**src/logic/dnw_pkg.sv**
```systemverilog
// Shared constants, types and helpers for the native write port, both ends.
package dnw_pkg;

  // ----------------------------------------------------------------
  // Widths and address layout
  // ----------------------------------------------------------------
  localparam int COL_W    = 10;
  localparam int BANK_W   = 3;
  localparam int ROW_W    = 14;
  localparam int ADDR_W   = COL_W + BANK_W + ROW_W;
  localparam int COL_LSB  = 0;
  localparam int BANK_LSB = COL_LSB + COL_W;
  localparam int ROW_LSB  = BANK_LSB + BANK_W;
  localparam int BURST_W  = 6;
  localparam int COUNT_W  = BURST_W + 1;
  localparam int DATA_W   = 64;
  localparam int MASK_W   = DATA_W / 8;

  // ----------------------------------------------------------------
  // Command queue timing
  // ----------------------------------------------------------------
  localparam int              QUEUE_DEPTH  = 4;
  localparam int              QPTR_W       = 2;
  localparam int              QCNT_W       = 3;
  localparam int              ISSUE_GAP    = 4;
  localparam logic [1:0]      ISSUE_RELOAD = 2'(ISSUE_GAP - 1);
  localparam logic [QCNT_W-1:0] QUEUE_FULL = QCNT_W'(QUEUE_DEPTH);

  typedef enum logic [1:0] {
    CMD_NONE      = 2'h0,
    CMD_ACTIVATE  = 2'h1,
    CMD_WRITE     = 2'h2,
    CMD_PRECHARGE = 2'h3
  } dnw_cmd_kind_t;

  typedef struct packed {
    dnw_cmd_kind_t    kind;
    logic [ROW_W-1:0] row;
    logic [BANK_W-1:0] bank;
    logic [COL_W-1:0] col;
    logic             autoPre;
  } dnw_cmd_t;

  // Gray codes around the usual loop idle, activate, write, data and back to idle.
  typedef enum logic [2:0] {
    ST_IDLE      = 3'h0,
    ST_ACTIVATE  = 3'h1,
    ST_WRITE     = 3'h3,
    ST_DATA      = 3'h2,
    ST_PRECHARGE = 3'h4
  } dnw_state_t;

  // ----------------------------------------------------------------
  // Helpers
  // ----------------------------------------------------------------
  function automatic logic [ROW_W-1:0] addrRow(input logic [ADDR_W-1:0] a);
    return a[ROW_LSB +: ROW_W];
  endfunction

  function automatic logic [BANK_W-1:0] addrBank(input logic [ADDR_W-1:0] a);
    return a[BANK_LSB +: BANK_W];
  endfunction

  function automatic logic [COL_W-1:0] addrCol(input logic [ADDR_W-1:0] a);
    return a[COL_LSB +: COL_W];
  endfunction

  // A length of zero stands for 64 words, one more than the field can hold.
  function automatic logic [COUNT_W-1:0] burstWords(input logic [BURST_W-1:0] b);
    return (b == '0) ? COUNT_W'(1 << BURST_W) : {1'b0, b};
  endfunction

  // A set mask bit blanks its byte lane.
  function automatic logic [DATA_W-1:0] applyMask(input logic [DATA_W-1:0] d,
                                                   input logic [MASK_W-1:0] m);
    logic [DATA_W-1:0] r;
    r = d;
    for (int i = 0; i < MASK_W; i++) begin
      if (m[i]) begin
        r[i*8 +: 8] = 8'h00;
      end
    end
    return r;
  endfunction

endpackage

```
**src/logic/dnw_if.sv**
```systemverilog
// Native write request link between the requesting logic and the subsystem.
`timescale 1ns/10ps
interface dnw_if;
  logic                          writeReq;
  logic                          readReq;
  logic [dnw_pkg::ADDR_W-1:0]    addr;
  logic [dnw_pkg::BURST_W-1:0]   burstSize;
  logic                          auto_close_row;
  logic                          busy;
  logic                          dataPull;
  logic [dnw_pkg::DATA_W-1:0]    write_data_bus;
  logic [dnw_pkg::MASK_W-1:0]    write_byte_mask;

  modport device (
    input  writeReq,
    input  readReq,
    input  addr,
    input  burstSize,
    input  auto_close_row,
    output busy,
    output dataPull,
    input  write_data_bus,
    input  write_byte_mask
  );

  modport host (
    output writeReq,
    output readReq,
    output addr,
    output burstSize,
    output auto_close_row,
    input  busy,
    input  dataPull,
    output write_data_bus,
    output write_byte_mask
  );
endinterface // dnw_if

```
**src/logic/dnw_device_end.sv**
```systemverilog
// Subsystem end: accepts writes, plans row commands, queues and issues them, pulls data.
`timescale 1ns/10ps
module dnw_device_end (
  input  wire logic                          core_clk,
  input  wire logic                          reset,
  dnw_if.device                              link,
  output logic                               memCmdValid,
  output dnw_pkg::dnw_cmd_kind_t             memCmdKind,
  output logic [dnw_pkg::ROW_W-1:0]          memRow,
  output logic [dnw_pkg::BANK_W-1:0]         memBank,
  output logic [dnw_pkg::COL_W-1:0]          memCol,
  output logic                               memCsN,
  output logic                               memAutoPre,
  output logic                               memWrValid,
  output logic [dnw_pkg::DATA_W-1:0]         memWrData,
  output logic [dnw_pkg::MASK_W-1:0]         memWrMask
);

  // ----------------------------------------------------------------
  // Declarations
  // ----------------------------------------------------------------
  dnw_pkg::dnw_state_t               state_q;
  dnw_pkg::dnw_state_t               state_d;
  logic                              busy_q;
  logic                              dataPull_q;
  logic                              dataPull_d;
  logic                              pullSeen_q;
  logic [dnw_pkg::COUNT_W-1:0]       pullsLeft_q;
  logic [dnw_pkg::ADDR_W-1:0]        reqAddr_q;
  logic [dnw_pkg::BURST_W-1:0]       reqBurst_q;
  logic                              reqAuto_q;
  logic                              openValid_q;
  logic [dnw_pkg::ROW_W-1:0]         openRow_q;
  logic [dnw_pkg::BANK_W-1:0]        openBank_q;
  dnw_pkg::dnw_cmd_t                 queue_q [dnw_pkg::QUEUE_DEPTH];
  logic [dnw_pkg::QPTR_W-1:0]        wrPtr_q;
  logic [dnw_pkg::QPTR_W-1:0]        rdPtr_q;
  logic [dnw_pkg::QCNT_W-1:0]        qCount_q;
  logic [1:0]                        issueTimer_q;
  logic                              accept;
  logic                              hitOpen;
  logic                              canEnq;
  logic                              enq;
  logic                              issue;
  dnw_pkg::dnw_cmd_t                 newCmd;

  assign link.busy     = busy_q;
  assign link.dataPull = dataPull_q;

  // ----------------------------------------------------------------
  // Request acceptance and planning
  // ----------------------------------------------------------------
  // The read request is never looked at here; the requester keeps the two apart.
  assign accept  = link.writeReq && !busy_q;
  assign hitOpen = openValid_q && (openRow_q == dnw_pkg::addrRow(link.addr))
                   && (openBank_q == dnw_pkg::addrBank(link.addr));
  assign canEnq  = qCount_q != dnw_pkg::QUEUE_FULL;
  assign enq     = canEnq && ((state_q == dnw_pkg::ST_PRECHARGE) || (state_q == dnw_pkg::ST_ACTIVATE)
                              || (state_q == dnw_pkg::ST_WRITE));
  assign issue   = (issueTimer_q == 2'h0) && (qCount_q != '0);
  assign dataPull_d = (state_q == dnw_pkg::ST_DATA) && (pullsLeft_q != '0);

  always_comb begin
    state_d = state_q;
    unique case (state_q)
      dnw_pkg::ST_IDLE: begin
        if (accept) begin
          if (hitOpen) begin
            state_d = dnw_pkg::ST_WRITE;
          end else if (openValid_q) begin
            state_d = dnw_pkg::ST_PRECHARGE;
          end else begin
            state_d = dnw_pkg::ST_ACTIVATE;
          end
        end
      end
      dnw_pkg::ST_PRECHARGE: begin
        if (canEnq) begin
          state_d = dnw_pkg::ST_ACTIVATE;
        end
      end
      dnw_pkg::ST_ACTIVATE: begin
        if (canEnq) begin
          state_d = dnw_pkg::ST_WRITE;
        end
      end
      dnw_pkg::ST_WRITE: begin
        if (canEnq) begin
          state_d = dnw_pkg::ST_DATA;
        end
      end
      dnw_pkg::ST_DATA: begin
        if ((pullsLeft_q == '0) && !dataPull_q && !pullSeen_q) begin
          state_d = dnw_pkg::ST_IDLE;
        end
      end
      default: begin
        state_d = dnw_pkg::ST_IDLE;
      end
    endcase
  end

  always_comb begin
    newCmd         = '0;
    newCmd.row     = dnw_pkg::addrRow(reqAddr_q);
    newCmd.bank    = dnw_pkg::addrBank(reqAddr_q);
    newCmd.col     = dnw_pkg::addrCol(reqAddr_q);
    newCmd.autoPre = 1'b0;
    unique case (state_q)
      dnw_pkg::ST_PRECHARGE: newCmd.kind = dnw_pkg::CMD_PRECHARGE;
      dnw_pkg::ST_ACTIVATE:  newCmd.kind = dnw_pkg::CMD_ACTIVATE;
      dnw_pkg::ST_WRITE: begin
        newCmd.kind    = dnw_pkg::CMD_WRITE;
        newCmd.autoPre = reqAuto_q;
      end
      default:               newCmd.kind = dnw_pkg::CMD_NONE;
    endcase
  end

  always_ff @(posedge core_clk or posedge reset) begin
    if (reset) begin
      state_q <= dnw_pkg::ST_IDLE;
      busy_q  <= 1'b0;
    end else begin
      state_q <= state_d;
      busy_q  <= state_d != dnw_pkg::ST_IDLE;
    end
  end

  // Request fields are frozen while busy so the requester may move on early.
  always_ff @(posedge core_clk or posedge reset) begin
    if (reset) begin
      reqAddr_q  <= '0;
      reqBurst_q <= '0;
      reqAuto_q  <= 1'b0;
    end else if (accept) begin
      reqAddr_q  <= link.addr;
      reqBurst_q <= link.burstSize;
      reqAuto_q  <= link.auto_close_row;
    end
  end

  // One open row is tracked; any other bank or row forces a close first.
  always_ff @(posedge core_clk or posedge reset) begin
    if (reset) begin
      openValid_q <= 1'b0;
      openRow_q   <= '0;
      openBank_q  <= '0;
    end else if (enq) begin
      if (newCmd.kind == dnw_pkg::CMD_PRECHARGE) begin
        openValid_q <= 1'b0;
      end else if (newCmd.kind == dnw_pkg::CMD_ACTIVATE) begin
        openValid_q <= 1'b1;
        openRow_q   <= newCmd.row;
        openBank_q  <= newCmd.bank;
      end else if (newCmd.autoPre) begin
        openValid_q <= 1'b0;
      end
    end
  end

  // ----------------------------------------------------------------
  // Command queue
  // ----------------------------------------------------------------
  always_ff @(posedge core_clk or posedge reset) begin
    if (reset) begin
      for (int i = 0; i < dnw_pkg::QUEUE_DEPTH; i++) begin
        queue_q[i] <= '0;
      end
      wrPtr_q  <= '0;
      rdPtr_q  <= '0;
      qCount_q <= '0;
    end else begin
      if (enq) begin
        queue_q[wrPtr_q] <= newCmd;
        wrPtr_q          <= wrPtr_q + 2'h1;
      end
      if (issue) begin
        rdPtr_q <= rdPtr_q + 2'h1;
      end
      if (enq && !issue) begin
        qCount_q <= qCount_q + 3'h1;
      end else if (issue && !enq) begin
        qCount_q <= qCount_q - 3'h1;
      end
    end
  end

  // The gap timer restarts on each issue, so back-to-back commands sit four cycles apart.
  always_ff @(posedge core_clk or posedge reset) begin
    if (reset) begin
      issueTimer_q <= 2'h0;
    end else if (issue) begin
      issueTimer_q <= dnw_pkg::ISSUE_RELOAD;
    end else if (issueTimer_q != 2'h0) begin
      issueTimer_q <= issueTimer_q - 2'h1;
    end
  end

  always_ff @(posedge core_clk or posedge reset) begin
    if (reset) begin
      memCmdValid <= 1'b0;
      memCmdKind  <= dnw_pkg::CMD_NONE;
      memRow      <= '0;
      memBank     <= '0;
      memCol      <= '0;
      memCsN      <= 1'b1;
      memAutoPre  <= 1'b0;
    end else begin
      memCmdValid <= issue;
      memCmdKind  <= issue ? queue_q[rdPtr_q].kind : dnw_pkg::CMD_NONE;
      memRow      <= queue_q[rdPtr_q].row;
      memBank     <= queue_q[rdPtr_q].bank;
      memCol      <= queue_q[rdPtr_q].col;
      memCsN      <= !issue;
      memAutoPre  <= issue && queue_q[rdPtr_q].autoPre;
    end
  end

  // ----------------------------------------------------------------
  // Write data pull
  // ----------------------------------------------------------------
  always_ff @(posedge core_clk or posedge reset) begin
    if (reset) begin
      pullsLeft_q <= '0;
      dataPull_q  <= 1'b0;
      pullSeen_q  <= 1'b0;
    end else begin
      if ((state_q == dnw_pkg::ST_WRITE) && canEnq) begin
        pullsLeft_q <= dnw_pkg::burstWords(reqBurst_q);
      end else if (dataPull_d) begin
        pullsLeft_q <= pullsLeft_q - 7'h01;
      end
      dataPull_q <= dataPull_d;
      pullSeen_q <= dataPull_q;
    end
  end

  always_ff @(posedge core_clk or posedge reset) begin
    if (reset) begin
      memWrValid <= 1'b0;
      memWrData  <= '0;
      memWrMask  <= '0;
    end else begin
      memWrValid <= pullSeen_q;
      if (pullSeen_q) begin
        memWrData <= dnw_pkg::applyMask(link.write_data_bus, link.write_byte_mask);
        memWrMask <= link.write_byte_mask;
      end
    end
  end

endmodule // dnw_device_end

```
**src/flat_wrapper.sv**
```systemverilog
// flat-port wrapper written by rule: the top's interface ports become plain ports
module dnw_device_end_flat 
  (core_clk, reset, memCmdValid, memCmdKind, memRow, memBank, memCol, memCsN, memAutoPre, memWrValid, memWrData, memWrMask, link_writeReq, link_readReq, link_addr, link_burstSize, link_auto_close_row, link_busy, link_dataPull, link_write_data_bus, link_write_byte_mask);
  dnw_if link_i ();
  input  wire logic core_clk;
  input  wire logic reset;
  output logic memCmdValid;
  output dnw_pkg::dnw_cmd_kind_t memCmdKind;
  output logic [dnw_pkg::ROW_W-1:0] memRow;
  output logic [dnw_pkg::BANK_W-1:0] memBank;
  output logic [dnw_pkg::COL_W-1:0] memCol;
  output logic memCsN;
  output logic memAutoPre;
  output logic memWrValid;
  output logic [dnw_pkg::DATA_W-1:0] memWrData;
  output logic [dnw_pkg::MASK_W-1:0] memWrMask;
  input wire logic [$bits(link_i.writeReq)-1:0] link_writeReq;
  input wire logic [$bits(link_i.readReq)-1:0] link_readReq;
  input wire logic [$bits(link_i.addr)-1:0] link_addr;
  input wire logic [$bits(link_i.burstSize)-1:0] link_burstSize;
  input wire logic [$bits(link_i.auto_close_row)-1:0] link_auto_close_row;
  output wire logic [$bits(link_i.busy)-1:0] link_busy;
  output wire logic [$bits(link_i.dataPull)-1:0] link_dataPull;
  input wire logic [$bits(link_i.write_data_bus)-1:0] link_write_data_bus;
  input wire logic [$bits(link_i.write_byte_mask)-1:0] link_write_byte_mask;
  assign link_i.writeReq = link_writeReq;
  assign link_i.readReq = link_readReq;
  assign link_i.addr = link_addr;
  assign link_i.burstSize = link_burstSize;
  assign link_i.auto_close_row = link_auto_close_row;
  assign link_busy = link_i.busy;
  assign link_dataPull = link_i.dataPull;
  assign link_i.write_data_bus = link_write_data_bus;
  assign link_i.write_byte_mask = link_write_byte_mask;
  dnw_device_end u_core (.core_clk(core_clk), .reset(reset), .link(link_i), .memCmdValid(memCmdValid), .memCmdKind(memCmdKind), .memRow(memRow), .memBank(memBank), .memCol(memCol), .memCsN(memCsN), .memAutoPre(memAutoPre), .memWrValid(memWrValid), .memWrData(memWrData), .memWrMask(memWrMask));
endmodule
```
**config.mk**
```make
export PLATFORM = sky130hd
export DESIGN_NAME = dnw_device_end_flat
export DESIGN_NICKNAME = d
export VERILOG_FILES = /design/src/logic/dnw_pkg.sv /design/src/logic/dnw_if.sv /design/src/logic/dnw_device_end.sv /design/src/flat_wrapper.sv
export SDC_FILE = /design/constraint.sdc
export NUM_CORES = 1
export LEC_CHECK = 0
export BUFFER_PORTS_ARGS = -buffer_cell sky130_fd_sc_hd__buf_2
export CAP_MARGIN = 0
export CORE_MARGIN = 3
export CORE_UTILIZATION = 45
export CTS_BUF_LIST = sky130_fd_sc_hd__clkbuf_16
export DETAILED_ROUTE_END_ITERATION = 10
export MAX_ROUTING_LAYER = met4
export PLACE_DENSITY = 0.76
export SLEW_MARGIN = 40
export SYNTH_ARGS = -nofsm -noshare
export SYNTH_HDL_FRONTEND = slang
export SYNTH_SLANG_ARGS = --single-unit
```
**constraint.sdc**
```tcl
create_clock -name core_clk -period 10.8 [get_ports core_clk]
set_input_delay 0 -clock core_clk [delete_from_list [all_inputs] [get_ports core_clk]]
set_output_delay 0 -clock core_clk [all_outputs]
set_load 0.02 [all_outputs]
```
==> impl_results.md <==
* Status: finished, final reports clean
* Fin crit period at 2570 ps
* Largest net degree at the start of global routing at 147
* Max incr delay on CP at 640 ps
* Commonest non-fill, non-tap cells in the layout: dfrtp_1 (296), buf_2 (215), dlygate4sd3_1 (138)
* Diode count at 0
* Cts bufs inserted at 31
* Setup Viol. Count Final at 0
* Multi-input logic area at 4680 µm²
* Drt first pass iters at 6
* Die Span X at 175 µm
* H-tree Lvls at 1
* Cell count after synthesis at 898
* Vias at 8391
* Share of layout cells above drive strength 1 at 37.9%
* Via density at 5.07
* Final Hold Fails at 0
* Die area at 30500 µm²
* Primary FF master, synth: dfrtp_1
* FF-to-FF End: u_core.memWrData[39]$_DFFE_PP0P_
* Clock buffer depth at 3
* Clock-pin slew on the worst setup and hold paths at 60 ps
* Reg2reg setup slack at 8230 ps
* Drt total wl at 30700 µm
* CTS tree: yes
* Core ar. at 27900 µm²
* Top post-synthesis cells by area: dfrtp_1 (58%), mux2_4 (12%), mux2_2 (5.6%)
* Yosys Warn Count at 0
* Seq/Total Area, Yosys at 58.5%
* Final ANT Viol Nets at 0
* Crit-path max FO at 89
* Yosys cell types at 56
* Worst Tran Pin Value at 795 ps
* Initial Util at 45.8%
* Final GP Congestion at 0.842
* Pwr Density at 279 nW/µm²
* Slew headroom at 47.0%
* Peak supply drop at 0.000170 V
* Yosys reg bits at 299
* Fmax at 389 MHz
* Critical Path Start Type: register
* Total track usage at 20.8%
* Hold crit path type: in -> async
* Async SR Flop Fraction at 100%
* Fin worst setup slack at 8230 ps
* Root buffer cell: clkbuf_16
* Arr. time, crit path at 3030 ps
* R2R depth at 5
* DP HPWL at 17300 µm
* Fin Setup TNS at 0 ps
* DP Worst Slack at 8380 ps
* Final Cycle Share at 23.8%
* Most common cell after layout, fill and taps aside: dfrtp_1
* Initial antenna violation count at 0
* I/O Buffers at 215
* Vias in the first global route at 9115
* Synthesis-to-finish area growth at 28.7%
* Cell leakage power at 8.11 nW
* DRT iter0 DRCs at 428
* Post-CTS Setup Repair Bufs at 0
* Cell accounting for the most synthesized area: dfrtp_1
* Worst setup path end: u_core.memWrData[39]$_DFFE_PP0P_
* Critical path class: reg -> reg
* RSZ-0062 raised after global routing: no
* WP data required at 11260 ps
* CP max stage cell: nor2b_1
* Top cell type's share of synthesized area at 58.3%
* Syn Area/Cell at 14.3 µm²
* Gr ovfl total at 0
* Row count at 61
* DRC violations left at 0
* Post-synth design cell area at 12800 µm²
* Synthesized net count at 1017
* Net count, final at 1370
* Max Cap Violations at 0
* Worst-Skew Late Latency at 560 ps
* Post-synth EDFFs at 0
* I/O pins at 217
* Routed wire per std cell at 18.6 µm
* Max-slew violations at 0
* Clock sink count at 299
* Global-route wire length before repair at 50100 µm
* FILL cells at 2074
* Worst setup path start: u_core.pullSeen_q$_DFF_PP0_
* Crit. End Element: register
* Final Skew at 9.33 ps
* Reg area at 7490 µm²
* Worst r2r src: u_core.pullSeen_q$_DFF_PP0_
* Worst path cell trace: buf_4, nor2b_1, nand2_1, dlygate4sd3_1, o21ai_0
* Die height at 175 µm
what timing repair did:
action / 4_1_cts / 5_1_grt
endpoints found under the setup margin: 0 / 0
hold buffers: 138 / 0
gates resized for setup: 0 / 0
hold endpoints to repair: 251 / 0
cell type report:
class                   count  area share (%)
inverters                  75            1.78
multi-input cells         485            28.4
flip-flops and latches    299            45.4
repair buffers            359            15.2
clock inverters            27            1.59
clock buffers              31            4.71
well taps                 378            2.87
cell families after synthesis:
| kind of cell | share of synthesized area (%) |
|---|---|
| flops | 58.5 |
| xor+xnor | 1.57 |
| compound gates | 4.78 |
| simple gates | 5.87 |
| mux | 23.3 |
| buf+inv | 5.07 |
| fa+ha+maj | 0.938 |
per-stage QoR:
step	power (mW)	hold WS, ps	util, %	cells	cell area (µm²)
after floorplan	3.02	89.1	-	898	12800
after global placement	3.37	203	50.3	1458	14000
after detailed placement	3.44	211	50.3	1458	14100
after CTS	4.61	168	59.0	1654	16500
after global routing	4.86	192	59.0	1654	16500
final	4.59	149	59.0	1654	16500
Yosys cell counts (all sizes together) (3+ instances only):
library cell,instances
a21oi,7
and2,3
buf,25
clkbuf,14
dfrtp,298
ha,8
inv,75
mux2,169
mux4,30
nand2,92
nand2b,4
nand3,6
nor2,9
nor2b,9
nor3,4
nor3b,4
nor4,5
o21ai,76
o22ai,8
xnor2,8
xor2,15
registers in the layout (all words and copies together), names as in the netlist, 2 cells and up:
register and cells:
u_core.memBank 3, u_core.wrPtr_q 2, u_core.openBank_q 3, u_core.pullsLeft_q 7, u_core.memCmdKind 2, u_core.qCount_q 3
u_core.reqAddr_q 27, u_core.memRow 14, u_core.rdPtr_q 2, u_core.openRow_q 14, u_core.memWrData 64, u_core.memCol 10
u_core.queue_q 120, u_core.issueTimer_q 2, u_core.reqBurst_q 6, u_core.memWrMask 8, u_core.state_q 3
worst max-delay path: cells and delay by family, from the launching register on:
family / cells / cell delay (ps)
buffers and inverters: 2 / 1170
DFF: 1 / 350
AOI/OAI and AO/OA: 1 / 100
and+or+nand+nor: 2 / 780
metal layers:
metal,track usage (%),part of all wire (%)
met1,26.1,42
met2,34.5,49
met3,4.17,6.6
met4,5.95,2.4
met5,-,0
where the power goes:
group / total (mW) / internal [mW] / leakage (nW) / switching (mW)
Clock: 1.08 / 0.642 / 0.542 / 0.443
Combinational: 1.57 / 0.833 / 3.77 / 0.736
Sequential: 1.94 / 1.60 / 3.80 / 0.342
worst min-delay path by stage:
stage | slack [ps] | depth (start not counted) | startpoint | to
final | 150 | 3 | reset | u_core.memCol[6]$_DFF_PP0_
after detailed placement | 210 | 2 | reset | u_core.memCol[4]$_DFF_PP0_
after global routing | 190 | 3 | link_addr[8] | u_core.reqAddr_q[8]$_DFFE_PP0P_
after CTS | 170 | 4 | link_write_data_bus[20] | u_core.memWrData[20]$_DFFE_PP0P_
after global placement | 200 | 3 | link_write_data_bus[20] | u_core.memWrData[20]$_DFFE_PP0P_
after floorplan | 90 | 1 | link_write_byte_mask[5] | u_core.memWrData[46]$_DFFE_PP0P_
(Power assumes the default switching activity.)
